$ cat src/logic/ftl_regs.vh
// ftl_regs.vh: register map, fields and codes of the clear/limit block
// assumes: included by the block top only, bus address in bytes
`ifndef FTL_REGS_VH
`define FTL_REGS_VH
`define FTL_ADDR_W      5
`define FTL_DATA_W      32
`define FTL_FAULT_W     8
`define FTL_OFS_CONFIG  5'h00
`define FTL_OFS_STATUS  5'h04
`define FTL_OFS_IRQ_ST  5'h08
`define FTL_OFS_IRQ_CLR 5'h0c
`define FTL_OFS_IRQ_EN  5'h10
`define FTL_OFS_FAULT   5'h14
`define FTL_POL_LSB     0
`define FTL_POL_MSB     1
`define FTL_LIM_LSB     8
`define FTL_LIM_MSB     12
`define FTL_POL_RST     2'h3
`define FTL_LIM_RST     5'h03
`define FTL_POL_FALL    2'h1
`define FTL_POL_RISE    2'h2
`define FTL_LIM_AB_CL1  5'h01
`define FTL_LIM_AB_OP2  5'h02
`define FTL_LIM_AB_CL4  5'h04
`define FTL_LIM_AB_OP5  5'h05
`define FTL_LIM_ACW_CL  5'h07
`define FTL_LIM_ACW_OP  5'h08
`define FTL_LIM_BCCW_CL 5'h09
`define FTL_LIM_BCCW_OP 5'h0a
`define FTL_LIM_BA_CL   5'h0b
`define FTL_LIM_BA_OP   5'h0c
`define FTL_LIM_BCW_CL  5'h11
`define FTL_LIM_BCW_OP  5'h12
`define FTL_LIM_ACCW_CL 5'h13
`define FTL_LIM_ACCW_OP 5'h14
`define FTL_IRQ_W       3
`define FTL_IRQ_CLR_EV  0
`define FTL_IRQ_CW      1
`define FTL_IRQ_CCW     2
`define FTL_ST_W        5
`define FTL_ST_CW       0
`define FTL_ST_CCW      1
`define FTL_ST_CLR_LVL  2
`define FTL_ST_A_LVL    3
`define FTL_ST_B_LVL    4
`define FTL_PIN_W       3
`define FTL_PIN_CLR     0
`define FTL_PIN_A       1
`define FTL_PIN_B       2
`define FTL_PIN_RST     3'h7
`define FTL_ARM_CNT     2'h3
`define FTL_ARM_ONE     2'h1
`endif

$ cat src/logic/ftl_top.v
// ftl_top.v: alarm clear input and travel limit inputs of the drive
// assumes: pins are asynchronous to mclk; fault events and bus on mclk
`timescale 1ns/1ps
`default_nettype none
`include "ftl_regs.vh"
////////////////////////////////////////////////////////////////////////////////
// Overview of operation
// mode 1: open-to-closed edge clears alarms
// only clear input edges clear, never levels
// mode 1: closed-to-open edge does nothing
// mode 2: closed-to-open edge clears alarms
// mode 2: open-to-closed edge does nothing
// mode 1: controller idles clear input open
// mode 2: controller idles clear input closed
// selector 1/4: A cw, B ccw, closed
// selector 2/5: A cw, B ccw, open
// active limit stops direction, sets warning
// selector 3/6/13/16: both general purpose
// selector 7/8: A cw limit only
// selector 9/10: B ccw limit only
// selector 11: B cw, A ccw, closed
// selector 12: B cw, A ccw, open
// selector 17/18: B cw limit only
// selector 19/20: A ccw limit only
// polarity 3: clear input general purpose
// synchronise inputs, edge compare, single pulse
module ftl_top
(
  input  wire                     mclk,
  input  wire                     reset_n,
  input  wire [`FTL_ADDR_W-1:0]   avs_address,
  input  wire                     avs_read,
  input  wire                     avs_write,
  input  wire [`FTL_DATA_W-1:0]   avs_writedata,
  output reg  [`FTL_DATA_W-1:0]   avs_readdata,
  output reg                      avs_waitrequest,
  input  wire                     alarm_clear_input,
  input  wire                     limit_input_a,
  input  wire                     limit_input_b,
  input  wire [`FTL_FAULT_W-1:0]  fault_event,
  output reg  [`FTL_FAULT_W-1:0]  fault_pending,
  output reg                      alarm_clear_pulse,
  output reg                      cw_stop,
  output reg                      ccw_stop,
  output reg                      cw_limit_warning,
  output reg                      ccw_limit_warning,
  output reg  [`FTL_PIN_W-1:0]    gp_input,
  output reg                      irq
);

////////////////////////////////////////////////////////////////////////////////
// state

reg  [1:0]                clear_polarity_selector;
reg  [4:0]                limit_selector;
reg  [`FTL_PIN_W-1:0]     pin_meta;
reg  [`FTL_PIN_W-1:0]     pin_sync;
reg                       clear_prev;
reg  [1:0]                arm_cnt;
reg  [`FTL_IRQ_W-1:0]     irq_status;
reg  [`FTL_IRQ_W-1:0]     irq_enable;

reg                       next_clear_pulse;
reg                       next_cw_stop;
reg                       next_ccw_stop;
reg  [`FTL_DATA_W-1:0]    next_readdata;
reg  [`FTL_IRQ_W-1:0]     next_irq_status;
reg  [`FTL_IRQ_W-1:0]     next_irq_enable;
reg  [`FTL_FAULT_W-1:0]   next_fault_pending;
reg                       next_cw_warning;
reg                       next_ccw_warning;

wire                      clear_now;
wire                      a_closed;
wire                      b_closed;
wire                      armed;
wire                      clear_fall;
wire                      clear_rise;
wire                      bus_req;
wire                      wr_take;
wire                      rd_latch;
wire                      wr_config;
wire                      wr_irq_clr;
wire                      wr_irq_en;
wire [`FTL_IRQ_W-1:0]     irq_event;
wire [`FTL_IRQ_W-1:0]     irq_clr_mask;

////////////////////////////////////////////////////////////////////////////////
// pin synchronisers and clear edge detection

// open pin reads high, so closed is low
assign clear_now  = pin_sync[`FTL_PIN_CLR];
assign a_closed   = ~pin_sync[`FTL_PIN_A];
assign b_closed   = ~pin_sync[`FTL_PIN_B];

// edges are ignored until the compare stage holds real samples,
// so the reset value of the flops never fakes a clear
assign armed      = (arm_cnt == `FTL_ARM_CNT);
assign clear_fall = armed & clear_prev & ~clear_now;
assign clear_rise = armed & ~clear_prev & clear_now;

always @(posedge mclk or negedge reset_n)
begin
  if (!reset_n)
  begin
    pin_meta   <= `FTL_PIN_RST;
    pin_sync   <= `FTL_PIN_RST;
    clear_prev <= 1'b1;
    arm_cnt    <= 2'h0;
  end
  else
  begin
    pin_meta   <= {limit_input_b, limit_input_a, alarm_clear_input};
    pin_sync   <= pin_meta;
    clear_prev <= clear_now;
    if (!armed)
    begin
      arm_cnt <= arm_cnt + `FTL_ARM_ONE;
    end
  end
end

// a steady level never produces a pulse, only a compare mismatch
always @*
begin
  next_clear_pulse = 1'b0;
  case (clear_polarity_selector)
    `FTL_POL_FALL:
    begin
      next_clear_pulse = clear_fall;
    end
    `FTL_POL_RISE:
    begin
      next_clear_pulse = clear_rise;
    end
    default:
    begin
      next_clear_pulse = 1'b0;
    end
  endcase
end

////////////////////////////////////////////////////////////////////////////////
// limit mapping

// unlisted selector codes fall back to general purpose
always @*
begin
  next_cw_stop  = 1'b0;
  next_ccw_stop = 1'b0;
  case (limit_selector)
    `FTL_LIM_AB_CL1, `FTL_LIM_AB_CL4:
    begin
      next_cw_stop  = a_closed;
      next_ccw_stop = b_closed;
    end
    `FTL_LIM_AB_OP2, `FTL_LIM_AB_OP5:
    begin
      next_cw_stop  = ~a_closed;
      next_ccw_stop = ~b_closed;
    end
    `FTL_LIM_ACW_CL:
    begin
      next_cw_stop  = a_closed;
    end
    `FTL_LIM_ACW_OP:
    begin
      next_cw_stop  = ~a_closed;
    end
    `FTL_LIM_BCCW_CL:
    begin
      next_ccw_stop = b_closed;
    end
    `FTL_LIM_BCCW_OP:
    begin
      next_ccw_stop = ~b_closed;
    end
    `FTL_LIM_BA_CL:
    begin
      next_cw_stop  = b_closed;
      next_ccw_stop = a_closed;
    end
    `FTL_LIM_BA_OP:
    begin
      next_cw_stop  = ~b_closed;
      next_ccw_stop = ~a_closed;
    end
    `FTL_LIM_BCW_CL:
    begin
      next_cw_stop  = b_closed;
    end
    `FTL_LIM_BCW_OP:
    begin
      next_cw_stop  = ~b_closed;
    end
    `FTL_LIM_ACCW_CL:
    begin
      next_ccw_stop = a_closed;
    end
    `FTL_LIM_ACCW_OP:
    begin
      next_ccw_stop = ~a_closed;
    end
    default:
    begin
      next_cw_stop  = 1'b0;
      next_ccw_stop = 1'b0;
    end
  endcase
end

////////////////////////////////////////////////////////////////////////////////
// warnings and pending faults

// warnings hold after the switch releases until a clear;
// a new fault or active limit in the clear cycle wins
always @*
begin
  next_cw_warning    = next_cw_stop |
                       (cw_limit_warning & ~next_clear_pulse);
  next_ccw_warning   = next_ccw_stop |
                       (ccw_limit_warning & ~next_clear_pulse);
  next_fault_pending = fault_event |
                       (fault_pending & ~{`FTL_FAULT_W{next_clear_pulse}});
end

always @(posedge mclk or negedge reset_n)
begin
  if (!reset_n)
  begin
    alarm_clear_pulse <= 1'b0;
    cw_stop           <= 1'b0;
    ccw_stop          <= 1'b0;
    cw_limit_warning  <= 1'b0;
    ccw_limit_warning <= 1'b0;
    fault_pending     <= {`FTL_FAULT_W{1'b0}};
    gp_input          <= `FTL_PIN_RST;
  end
  else
  begin
    alarm_clear_pulse <= next_clear_pulse;
    cw_stop           <= next_cw_stop;
    ccw_stop          <= next_ccw_stop;
    cw_limit_warning  <= next_cw_warning;
    ccw_limit_warning <= next_ccw_warning;
    fault_pending     <= next_fault_pending;
    gp_input          <= pin_sync;
  end
end

////////////////////////////////////////////////////////////////////////////////
// avalon slave: one wait cycle, read data staged before release

assign bus_req    = avs_read | avs_write;
assign wr_take    = avs_write & ~avs_waitrequest;
assign rd_latch   = avs_read & avs_waitrequest;
assign wr_config  = wr_take & (avs_address == `FTL_OFS_CONFIG);
assign wr_irq_clr = wr_take & (avs_address == `FTL_OFS_IRQ_CLR);
assign wr_irq_en  = wr_take & (avs_address == `FTL_OFS_IRQ_EN);

always @*
begin
  next_readdata = {`FTL_DATA_W{1'b0}};
  case (avs_address)
    `FTL_OFS_CONFIG:
    begin
      next_readdata[`FTL_POL_MSB:`FTL_POL_LSB] = clear_polarity_selector;
      next_readdata[`FTL_LIM_MSB:`FTL_LIM_LSB] = limit_selector;
    end
    `FTL_OFS_STATUS:
    begin
      next_readdata[`FTL_ST_CW]      = cw_limit_warning;
      next_readdata[`FTL_ST_CCW]     = ccw_limit_warning;
      next_readdata[`FTL_ST_CLR_LVL] = pin_sync[`FTL_PIN_CLR];
      next_readdata[`FTL_ST_A_LVL]   = pin_sync[`FTL_PIN_A];
      next_readdata[`FTL_ST_B_LVL]   = pin_sync[`FTL_PIN_B];
    end
    `FTL_OFS_IRQ_ST:
    begin
      next_readdata[`FTL_IRQ_W-1:0] = irq_status;
    end
    `FTL_OFS_IRQ_EN:
    begin
      next_readdata[`FTL_IRQ_W-1:0] = irq_enable;
    end
    `FTL_OFS_FAULT:
    begin
      next_readdata[`FTL_FAULT_W-1:0] = fault_pending;
    end
    default:
    begin
      next_readdata = {`FTL_DATA_W{1'b0}};
    end
  endcase
end

always @(posedge mclk or negedge reset_n)
begin
  if (!reset_n)
  begin
    avs_waitrequest         <= 1'b1;
    avs_readdata            <= {`FTL_DATA_W{1'b0}};
    clear_polarity_selector <= `FTL_POL_RST;
    limit_selector          <= `FTL_LIM_RST;
  end
  else
  begin
    if (!avs_waitrequest)
    begin
      avs_waitrequest <= 1'b1;
    end
    else if (bus_req)
    begin
      avs_waitrequest <= 1'b0;
    end
    if (rd_latch)
    begin
      avs_readdata <= next_readdata;
    end
    if (wr_config)
    begin
      clear_polarity_selector <= avs_writedata[`FTL_POL_MSB:`FTL_POL_LSB];
      limit_selector          <= avs_writedata[`FTL_LIM_MSB:`FTL_LIM_LSB];
    end
  end
end

////////////////////////////////////////////////////////////////////////////////
// interrupts: sticky events, write-one clear, enable mask

assign irq_event[`FTL_IRQ_CLR_EV] = next_clear_pulse;
assign irq_event[`FTL_IRQ_CW]     = next_cw_stop & ~cw_stop;
assign irq_event[`FTL_IRQ_CCW]    = next_ccw_stop & ~ccw_stop;
assign irq_clr_mask = wr_irq_clr ? avs_writedata[`FTL_IRQ_W-1:0]
                                 : {`FTL_IRQ_W{1'b0}};

// an event in the clear cycle survives the clear
always @*
begin
  next_irq_status = (irq_status & ~irq_clr_mask) | irq_event;
  next_irq_enable = irq_enable;
  if (wr_irq_en)
  begin
    next_irq_enable = avs_writedata[`FTL_IRQ_W-1:0];
  end
end

always @(posedge mclk or negedge reset_n)
begin
  if (!reset_n)
  begin
    irq_status <= {`FTL_IRQ_W{1'b0}};
    irq_enable <= {`FTL_IRQ_W{1'b0}};
    irq        <= 1'b0;
  end
  else
  begin
    irq_status <= next_irq_status;
    irq_enable <= next_irq_enable;
    irq        <= |(next_irq_status & next_irq_enable);
  end
end

endmodule
`default_nettype wire

$ cat config.mk
export PLATFORM = sky130hd
export DESIGN_NAME = ftl_top
export DESIGN_NICKNAME = d
export VERILOG_FILES = /design/src/logic/ftl_top.v
export VERILOG_INCLUDE_DIRS = /design/src /design/src/logic
export SDC_FILE = /design/constraint.sdc
export NUM_CORES = 1
export LEC_CHECK = 0
export ABC_AREA = 1
export BUFFER_PORTS_ARGS = -buffer_cell sky130_fd_sc_hd__buf_2
export CORE_AREA = 4 4 81 83
export CTS_BUF_LIST = sky130_fd_sc_hd__clkbuf_8 sky130_fd_sc_hd__clkbuf_16
export DETAILED_ROUTE_END_ITERATION = 8
export DIE_AREA = 0 0 85 87
export MAX_ROUTING_LAYER = met4
export PLACE_DENSITY = 0.74
export SYNTH_ARGS = -nofsm -noshare
export SYNTH_HDL_FRONTEND = slang
export SYNTH_SLANG_ARGS = --single-unit
export TNS_END_PERCENT = 1
$ cat constraint.sdc
create_clock -name mclk -period 1.45 [get_ports mclk]
set_clock_uncertainty 0.1 [all_clocks]
set_input_delay 0.29 -clock mclk [delete_from_list [all_inputs] [get_ports mclk]]
set_output_delay 0.29 -clock mclk [all_outputs]
set_load 0.05 [all_outputs]
==> implementation parameters, run 1 <==
Parameter                              Value

Clocking
  CTS clk-pin slew, worst paths ... approximately 0.09 ns
  TritonCTS clock tree ... done
  Clock sinks ... 52
  Inserted Clock Buffers ... 5
  Root buffer cell ... sky130_fd_sc_hd__clkbuf_8
  H-tree levels ... 2
  Clock network latency to the later pin of the worst-skew pair ... 0.30 ns
  Bufs on Longest Clock Path ... 2

Worst hold path
  Worst Hold Class ... in -> reg

Power
  Total power per unit cell area ... between 1000 and 1500 nW/um2
  Leak Pwr ... between 0.0015 and 0.002 uW
  Maximum vdd ir drop ... 566.0 uV

STA
  Count of pins over their slew limit ... 0
  Setup repair after global routing missed its margin ... yes
  Final hold vios ... 0
  Final hold slack ... roughly 0.054 ns
  Final critical-path setup slack ... -0.1339 ns
  Final critical path time including I/O delays and setup ... between 1.5 and 2 ns
  Max Fclk ... approximately 630 MHz
  Final setup fails ... 15
  Final worst-path cycle share ... 109.2%

Run status
  Status ... finished with violations
  Failing checks ... negative setup slack

Die
  Initial core utilization ... a little over 40%
  Total I/O pin count ... slightly above 100
  Core ar. ... between 5000 and 6000 um2
  Die Height ... ~87 um
  Die width ... roughly 85 um
  Area of the die ... around 7400 um2
  Num rows ... 28

Detailed routing
  Mean number of vias per cell ... around 4.7
  Routed wire length per instance ... roughly 13 um
  Vias after detailed routing ... about 2.0k
  Number of nets with antenna violations after detailed routing ... 0
  Number of design rule violations left after detail routing ... 0
  Number of iterations in the first detailed-routing pass ... 4
  Violation count after the first detailed-routing iteration ... 62
  DRT Wirelength ... 5540 um

Yosys
  Area contributors post-synth ... sky130_fd_sc_hd__dfrtp_1 39%, sky130_fd_sc_hd__dfstp_2 15%, sky130_fd_sc_hd__nand2_1 9.6%
  Cell Area, Synth ... around 2400 um2
  Number of synthesis warnings ... 0
  Count of flip-flops with a built-in enable after synthesis ... 0
  Yosys reg bits ... 52
  Area share of the largest cell type after synthesis ... 39.22%
  Dominant cell type by area after synthesis ... sky130_fd_sc_hd__dfrtp_1
  Sequential area share after synthesis ... roughly 54%
  Number of distinct library cells after synthesis ... 27
  Cell count after synthesis ... between 200 and 300
  Fraction of registers with async set or reset after synthesis ... 100.0%
  Mean area per synthesized cell ... approximately 9.2 um2
  Top_reg_cell synth ... sky130_fd_sc_hd__dfrtp_1

Placement
  Port Buffer Count ... 58
  Pre-CTS worst setup slack ... -0.1949 ns
  HPWL after DPL ... about 4200 um
  Gp weighted congestion ... 0.8650

Global routing
  Vias in the first global route ... 1866
  Antenna violations before repair ... 0
  Global-route wire length before repair ... about 9000 um
  Pin count of the biggest net entering global routing ... 42
  Total global routing overflow ... 0
  Total global routing track utilization ... 15.43%

Critical path
  Max FO, Critical Path ... 7
  WP data arrival ... about 1.7 ns
  Worst setup path category ... reg -> reg
  Data required time at the worst endpoint ... ~1.6 ns
  Type of element capturing the critical path ... register
  Launching element type of the critical path ... register

Cells and area
  Number of antenna cells inserted ... 0
  Area growth, synth to finish ... 30.86%
  Final Net Count ... 407
  Share of layout cells above drive strength 1 ... between 40% and 50%

Run
  Count of max-cap constraint violations ... 0
[registers in the layout, indices dropped and copies added (netlist names), 2 cells and up]
| register | flops |
|---|---|
| arm_cnt | 2 |
| gp_input | 3 |
| pin_sync | 3 |
| limit_selector | 5 |
| fault_pending | 8 |
| irq_enable | 3 |
| pin_meta | 3 |
| irq_status | 3 |
| clear_polarity_selector | 2 |
| avs_readdata | 13 |
[placed cells by master (no fill, tap or decap), types with 2 or more instances in the layout]
cell and count:
sky130_fd_sc_hd__buf_4 21, sky130_fd_sc_hd__inv_1 15, sky130_fd_sc_hd__o22a_1 2, sky130_fd_sc_hd__nand4_1 6, sky130_fd_sc_hd__nand3_1 17, sky130_fd_sc_hd__nand2_2 17, sky130_fd_sc_hd__dfstp_2 14, sky130_fd_sc_hd__conb_1 19
sky130_fd_sc_hd__nor2_4 5, sky130_fd_sc_hd__inv_2 8, sky130_fd_sc_hd__a21oi_1 5, sky130_fd_sc_hd__nand2_1 55, sky130_fd_sc_hd__buf_8 2, sky130_fd_sc_hd__nor2_1 20, sky130_fd_sc_hd__buf_2 54, sky130_fd_sc_hd__o21ai_0 10
sky130_fd_sc_hd__dfrtp_1 38, sky130_fd_sc_hd__clkbuf_8 5, sky130_fd_sc_hd__a31oi_1 2, sky130_fd_sc_hd__ha_4 2, sky130_fd_sc_hd__o31ai_1 5, sky130_fd_sc_hd__nand3_2 3, sky130_fd_sc_hd__a21o_1 7, sky130_fd_sc_hd__buf_6 4
sky130_fd_sc_hd__dlygate4sd3_1 4
[critical path, stage by stage, from the launching register on]
cell                      delay [ns]
sky130_fd_sc_hd__dfstp_2        0.65
sky130_fd_sc_hd__nor2_1         0.10
sky130_fd_sc_hd__nand4_1        0.12
sky130_fd_sc_hd__nand3_1        0.08
sky130_fd_sc_hd__nand2_1        0.11
sky130_fd_sc_hd__nand2_2        0.06
sky130_fd_sc_hd__nand2_2        0.07
sky130_fd_sc_hd__nand2_2        0.06
sky130_fd_sc_hd__nand2_2        0.07
sky130_fd_sc_hd__nand3_2        0.06
[through the flow]
step / total power, uW / setup TNS [ns] / instances / instance area (um2) / util (%)
after floorplan: 2439 / -0.05854 / 283 / 2505 / -
after global placement: 2684 / -1.273 / 413 / 2882 / 49.25
after detailed placement: 2702 / -1.569 / 413 / 2882 / 49.25
after CTS: 3762 / -0.9372 / 426 / 3119 / 53.31
after global routing: 3954 / -1.721 / 428 / 3173 / 54.23
final: 3769 / -0.8231 / 428 / 3173 / 54.23
[cell usage after synthesis, types with 2 or more instances]
cell type                  count
sky130_fd_sc_hd__a31oi_1       2
sky130_fd_sc_hd__o21ai_0      10
sky130_fd_sc_hd__nor2_2        2
sky130_fd_sc_hd__inv_1        19
sky130_fd_sc_hd__dfrtp_1      38
sky130_fd_sc_hd__dfstp_2      14
sky130_fd_sc_hd__o31ai_1       5
sky130_fd_sc_hd__clkbuf_1      2
sky130_fd_sc_hd__buf_2         2
sky130_fd_sc_hd__nand4_1       6
sky130_fd_sc_hd__nor2_4        3
sky130_fd_sc_hd__a21oi_1       7
sky130_fd_sc_hd__nand2_1      62
sky130_fd_sc_hd__buf_4        20
sky130_fd_sc_hd__nand3_1      18
sky130_fd_sc_hd__nand2_2      11
sky130_fd_sc_hd__nand3_2       2
sky130_fd_sc_hd__inv_2         4
sky130_fd_sc_hd__nor2_1       21
sky130_fd_sc_hd__o22a_1        2
sky130_fd_sc_hd__ha_1          3
sky130_fd_sc_hd__a21o_1        7
[timing repair]
item	CTS	global route
pin swaps	5	3
resized for setup	20	12
buffers inserted	1	2
endpoints found under the hold margin	6	0
hold buffers	4	0
endpoints found under the setup margin	16	22
[power by group]
part	total [uW]	switching (uW)	internal, uW	leakage (uW)
combinational	1050	736	317	0.000910
sequential	1730	121	1610	0.000576
clock	984	473	511	0.0000541
total	3770	1330	2440	0.00154
[area by class of cell]
cell class,count,area (um2)
repair buffers,86,563.0
inverters,23,86.33
clock inverters,3,42.54
clock buffers,5,68.82
flip-flops and latches,52,1319
multi-input cells,184,999.7
well taps,75,93.84
fillers,549,2678
[cell families after synthesis]
| family | after synthesis | synth area share [%] |
|---|---|---|
| buf+inv | 47 | 10.47 |
| compound gates | 35 | 9.133 |
| simple gates | 126 | 23.94 |
| other cells | 1 | 0.1547 |
| xor+xnor | 1 | 0.3613 |
| fa+ha+maj | 3 | 1.548 |
| flops | 52 | 54.39 |
[final timing paths]
| path | startpoint | endpoint | slack (ns) | cells after the start |
|---|---|---|---|---|
| setup / recovery | limit_selector[1] | irq | -0.13 | 9 |
| hold / removal | avs_read | avs_waitrequest | 0.05 | 2 |
| setup reg to reg | limit_selector[1] | irq | -0.13 | 9 |
| hold reg to reg | pin_meta[1] | pin_sync[1] | 0.26 | 0 |
| max in group asynchronous | reset_n | avs_waitrequest | 0.41 | 3 |
| min in group asynchronous | reset_n | limit_selector[4] | 0.28 | 2 |
[layer usage]
metal	part of all wire [%]	wire length, um	vias up	global-route usage (%)
met5	0	0	-	-
met4	0.88	49	0	4.317
met3	7.3	406	4	3.595
met2	48	2677	63	24.72
met1	43	2407	948	19.69
li1	-	-	990	-
(Power assumes the default switching activity.)
==> inputs of run 2 (changes only) <==
BUFFER_PORTS_ARGS = -buffer_cell sky130_fd_sc_hd__clkbuf_2   (was -buffer_cell sky130_fd_sc_hd__buf_2)
==> run 2 against run 1 <==
Compared with the run above:
- the flow still finishes with violations (negative setup slack)
- wire length grew 4.3%
- cell count rose by 0.23%
- sequential share of layout area fell by 0.77 points
- core utilization increased by 1.0 points
- register-to-register slack worse by 0.02 ns
- clock-buffer cell count unchanged
- critical endpoint is now cw_stop
==> implementation parameters, run 2 (synthesized netlist as in run 1, its figures left out) <==
Parameter                              Value

Critical path
  Data required time at the worst endpoint ... roughly 1.6 ns
  Origin of the critical flop-to-flop path ... limit_selector[1]
  Setup slack of the most critical reg-to-reg path ... -0.16 ns
  WP data arrival ... about 1.7 ns
  Cell at the slowest stage of the critical path ... sky130_fd_sc_hd__dfstp_2
  Crit-path leading delay family ... flip-flops
  Reg2reg path depth ... 7
  Type of element capturing the critical path ... register
  Crit-path max cell delay ... ~0.63 ns
  Launching element type of the critical path ... register
  Buf+Inv Stages, Crit Path ... 2
  Worst setup path category ... reg -> reg
  Capture instance of the worst register-to-register path ... cw_stop
  Max FO, Critical Path ... 7
  Critical path cell sequence ... nor2_1 > nand4_1 > nand3_2 > nand2_2 > nand2_2 > buf_4 > buf_4

Cells and area
  Most common library cell in the layout ignoring fill and taps ... sky130_fd_sc_hd__nand2_1
  Commonest cells after routing, fill and taps aside ... 56 x sky130_fd_sc_hd__nand2_1, 54 x sky130_fd_sc_hd__clkbuf_2, 38 x sky130_fd_sc_hd__dfrtp_1
  Share of layout cells above drive strength 1 ... 42.37%
  Number of antenna cells inserted ... 0
  Final Net Count ... just over 400
  Register with the highest flop count ... avs_readdata
  Number of flip-flops under the largest register name ... 13
  Area of all placed cells without fillers ... 3233 um2
  Post-route core utilization ... between 50% and 60%
  Number of fill cells ... approximately 530
  Largest regs ... avs_readdata (13), fault_pending (8), limit_selector (5)
  Area growth, synth to finish ... 33.33%

Placement
  HPWL after DPL ... between 4000 and 5000 um
  Port Buffer Count ... 58
  Placed cell areas ... just under 3000 um2
  Gp weighted congestion ... 0.8602

Clocking
  Clock network latency to the later pin of the worst-skew pair ... 0.30 ns
  Clock sinks ... between 50 and 60
  H-tree levels ... 2
  Inserted Clock Buffers ... 5
  Root buffer cell ... sky130_fd_sc_hd__clkbuf_8
  TritonCTS clock tree ... done
  CTS clk-pin slew, worst paths ... ~0.10 ns
  Bufs on Longest Clock Path ... 2

Die
  Num rows ... 28
  Core ar. ... approximately 6000 um2
  Die width ... roughly 85 um
  Die Height ... a little under 90 um
  Area of the die ... approximately 7400 um2
  Total I/O pin count ... between 100 and 150
  Initial core utilization ... between 40% and 50%

Worst hold path
  Worst Hold Class ... in -> reg
  End point of the most critical hold path ... fault_pending[0]
  Worst Min Path Start ... fault_event[0]
  Count of cells along the worst hold path ... 2

Power
  Logic pwr share ... between 20 and 30%
  Power dissipated by switching net loads ... about 1400 uW
  Maximum vdd ir drop ... between 600 and 700 uV
  Clock network fraction of total power ... about a quarter
  Seq pwr share ... 45.8%
  Leak Pwr ... roughly 0.0016 uW
  Power Internal ... ~2400 uW
  Net switching share of the total power ... between 30 and 40%
  Total power per unit cell area ... ~1200 nW/um2

STA
  Final setup fails ... 17
  Count of pins over their slew limit ... 0
  Final critical path time including I/O delays and setup ... 1.606 ns
  Final hold vios ... 0
  Final critical-path setup slack ... -0.1558 ns
  Setup repair after global routing missed its margin ... yes
  Final hold slack ... 0.05222 ns
  Final worst-path cycle share ... 110.7%
  Max Fclk ... about 620 MHz

Run status
  Status ... finished with violations
  Failing checks ... negative setup slack

Detailed routing
  Vias after detailed routing ... around 2k
  DRT Wirelength ... a little under 6000 um
  Number of nets with antenna violations after detailed routing ... 0
  Mean number of vias per cell ... 4.786
  Violation count after the first detailed-routing iteration ... between 100 and 150
  Routed wire length per instance ... 13.47 um
  Number of iterations in the first detailed-routing pass ... 4
  Number of design rule violations left after detail routing ... 0

Run
  Count of max-cap constraint violations ... 0

Global routing
  Pin count of the biggest net entering global routing ... 30
  Total global routing overflow ... 0
  Vias in the first global route ... ~1.9k
  Global-route wire length before repair ... around 9300 um
  Antenna violations before repair ... 0
  Total global routing track utilization ... ~16%
==> run 2: stage by stage <==
stage	total power, uW	instances	TNS (ns)	setup WS (ns)
2_1_floorplan	2439	283	-0.05854	-0.007635
3_3_place_gp	2686	414	-1.255	-0.1303
3_5_place_dp	2701	414	-1.751	-0.2173
4_1_cts	3773	428	-1.189	-0.1163
5_1_grt	3967	429	-2.291	-0.2205
6_report	3789	429	-1.216	-0.1558
==> run 2: cell type report <==
class / instances / area (um2) / area share, %
multi-input cells: 184 / 1017 / 31.46
inverters: 23 / 92.59 / 2.864
repair buffers: 87 / 599.3 / 18.54
well taps: 75 / 93.84 / 2.902
clock inverters: 3 / 42.54 / 1.316
flip-flops and latches: 52 / 1319 / 40.79
clock buffers: 5 / 68.82 / 2.128
==> run 2: power by group through the flow <==
| stage | registers (uW) | logic, uW | clock network [uW] |
|---|---|---|---|
| 2_1_floorplan | 2030 | 414 | 0 |
| 3_3_place_gp | 1740 | 943 | 0 |
| 3_5_place_dp | 1750 | 954 | 0 |
| 4_1_cts | 1730 | 1030 | 1020 |
| 5_1_grt | 1760 | 1130 | 1080 |
| 6_report | 1740 | 1060 | 996 |
==> run 2: repair_timing <==
action | in CTS | in global routing
cloned | 0 | 0
setup endpoints to repair | 16 | 27
pin swaps | 4 | 9
hold buffers | 4 | 0
hold endpoints to repair | 6 | 0
setup buffers | 2 | 1
gates resized for setup | 23 | 16
==> run 2: worst register-to-register path, stage by stage, from the launching register on <==
cell	delay [ns]
sky130_fd_sc_hd__dfstp_2	0.63
sky130_fd_sc_hd__nor2_1	0.10
sky130_fd_sc_hd__nand4_1	0.13
sky130_fd_sc_hd__nand3_2	0.11
sky130_fd_sc_hd__nand2_2	0.10
sky130_fd_sc_hd__nand2_2	0.07
sky130_fd_sc_hd__buf_4	0.14
sky130_fd_sc_hd__buf_4	0.12
==> run 2: worst max-delay path by stage <==
stage / from / to / cells past startpoint
6_report: limit_selector[1] / cw_stop / 7
5_1_grt: limit_selector[0] / irq / 10
2_1_floorplan: clear_polarity_selector[0] / fault_pending[5] / 6
4_1_cts: clear_polarity_selector[0] / fault_pending[7] / 6
3_3_place_gp: clear_polarity_selector[1] / fault_pending[2] / 8
3_5_place_dp: clear_polarity_selector[1] / fault_pending[2] / 8
==> run 2: layer usage <==
layer | routed length [um] | share of wire, % | track usage (%) | up-vias
li1 | - | - | - | 996
met2 | 2803 | 48 | 26.13 | 72
met5 | 0 | 0 | - | -
met4 | 63 | 1.1 | 4.748 | 0
met3 | 405 | 7.0 | 3.690 | 7
met1 | 2508 | 43 | 20.91 | 978
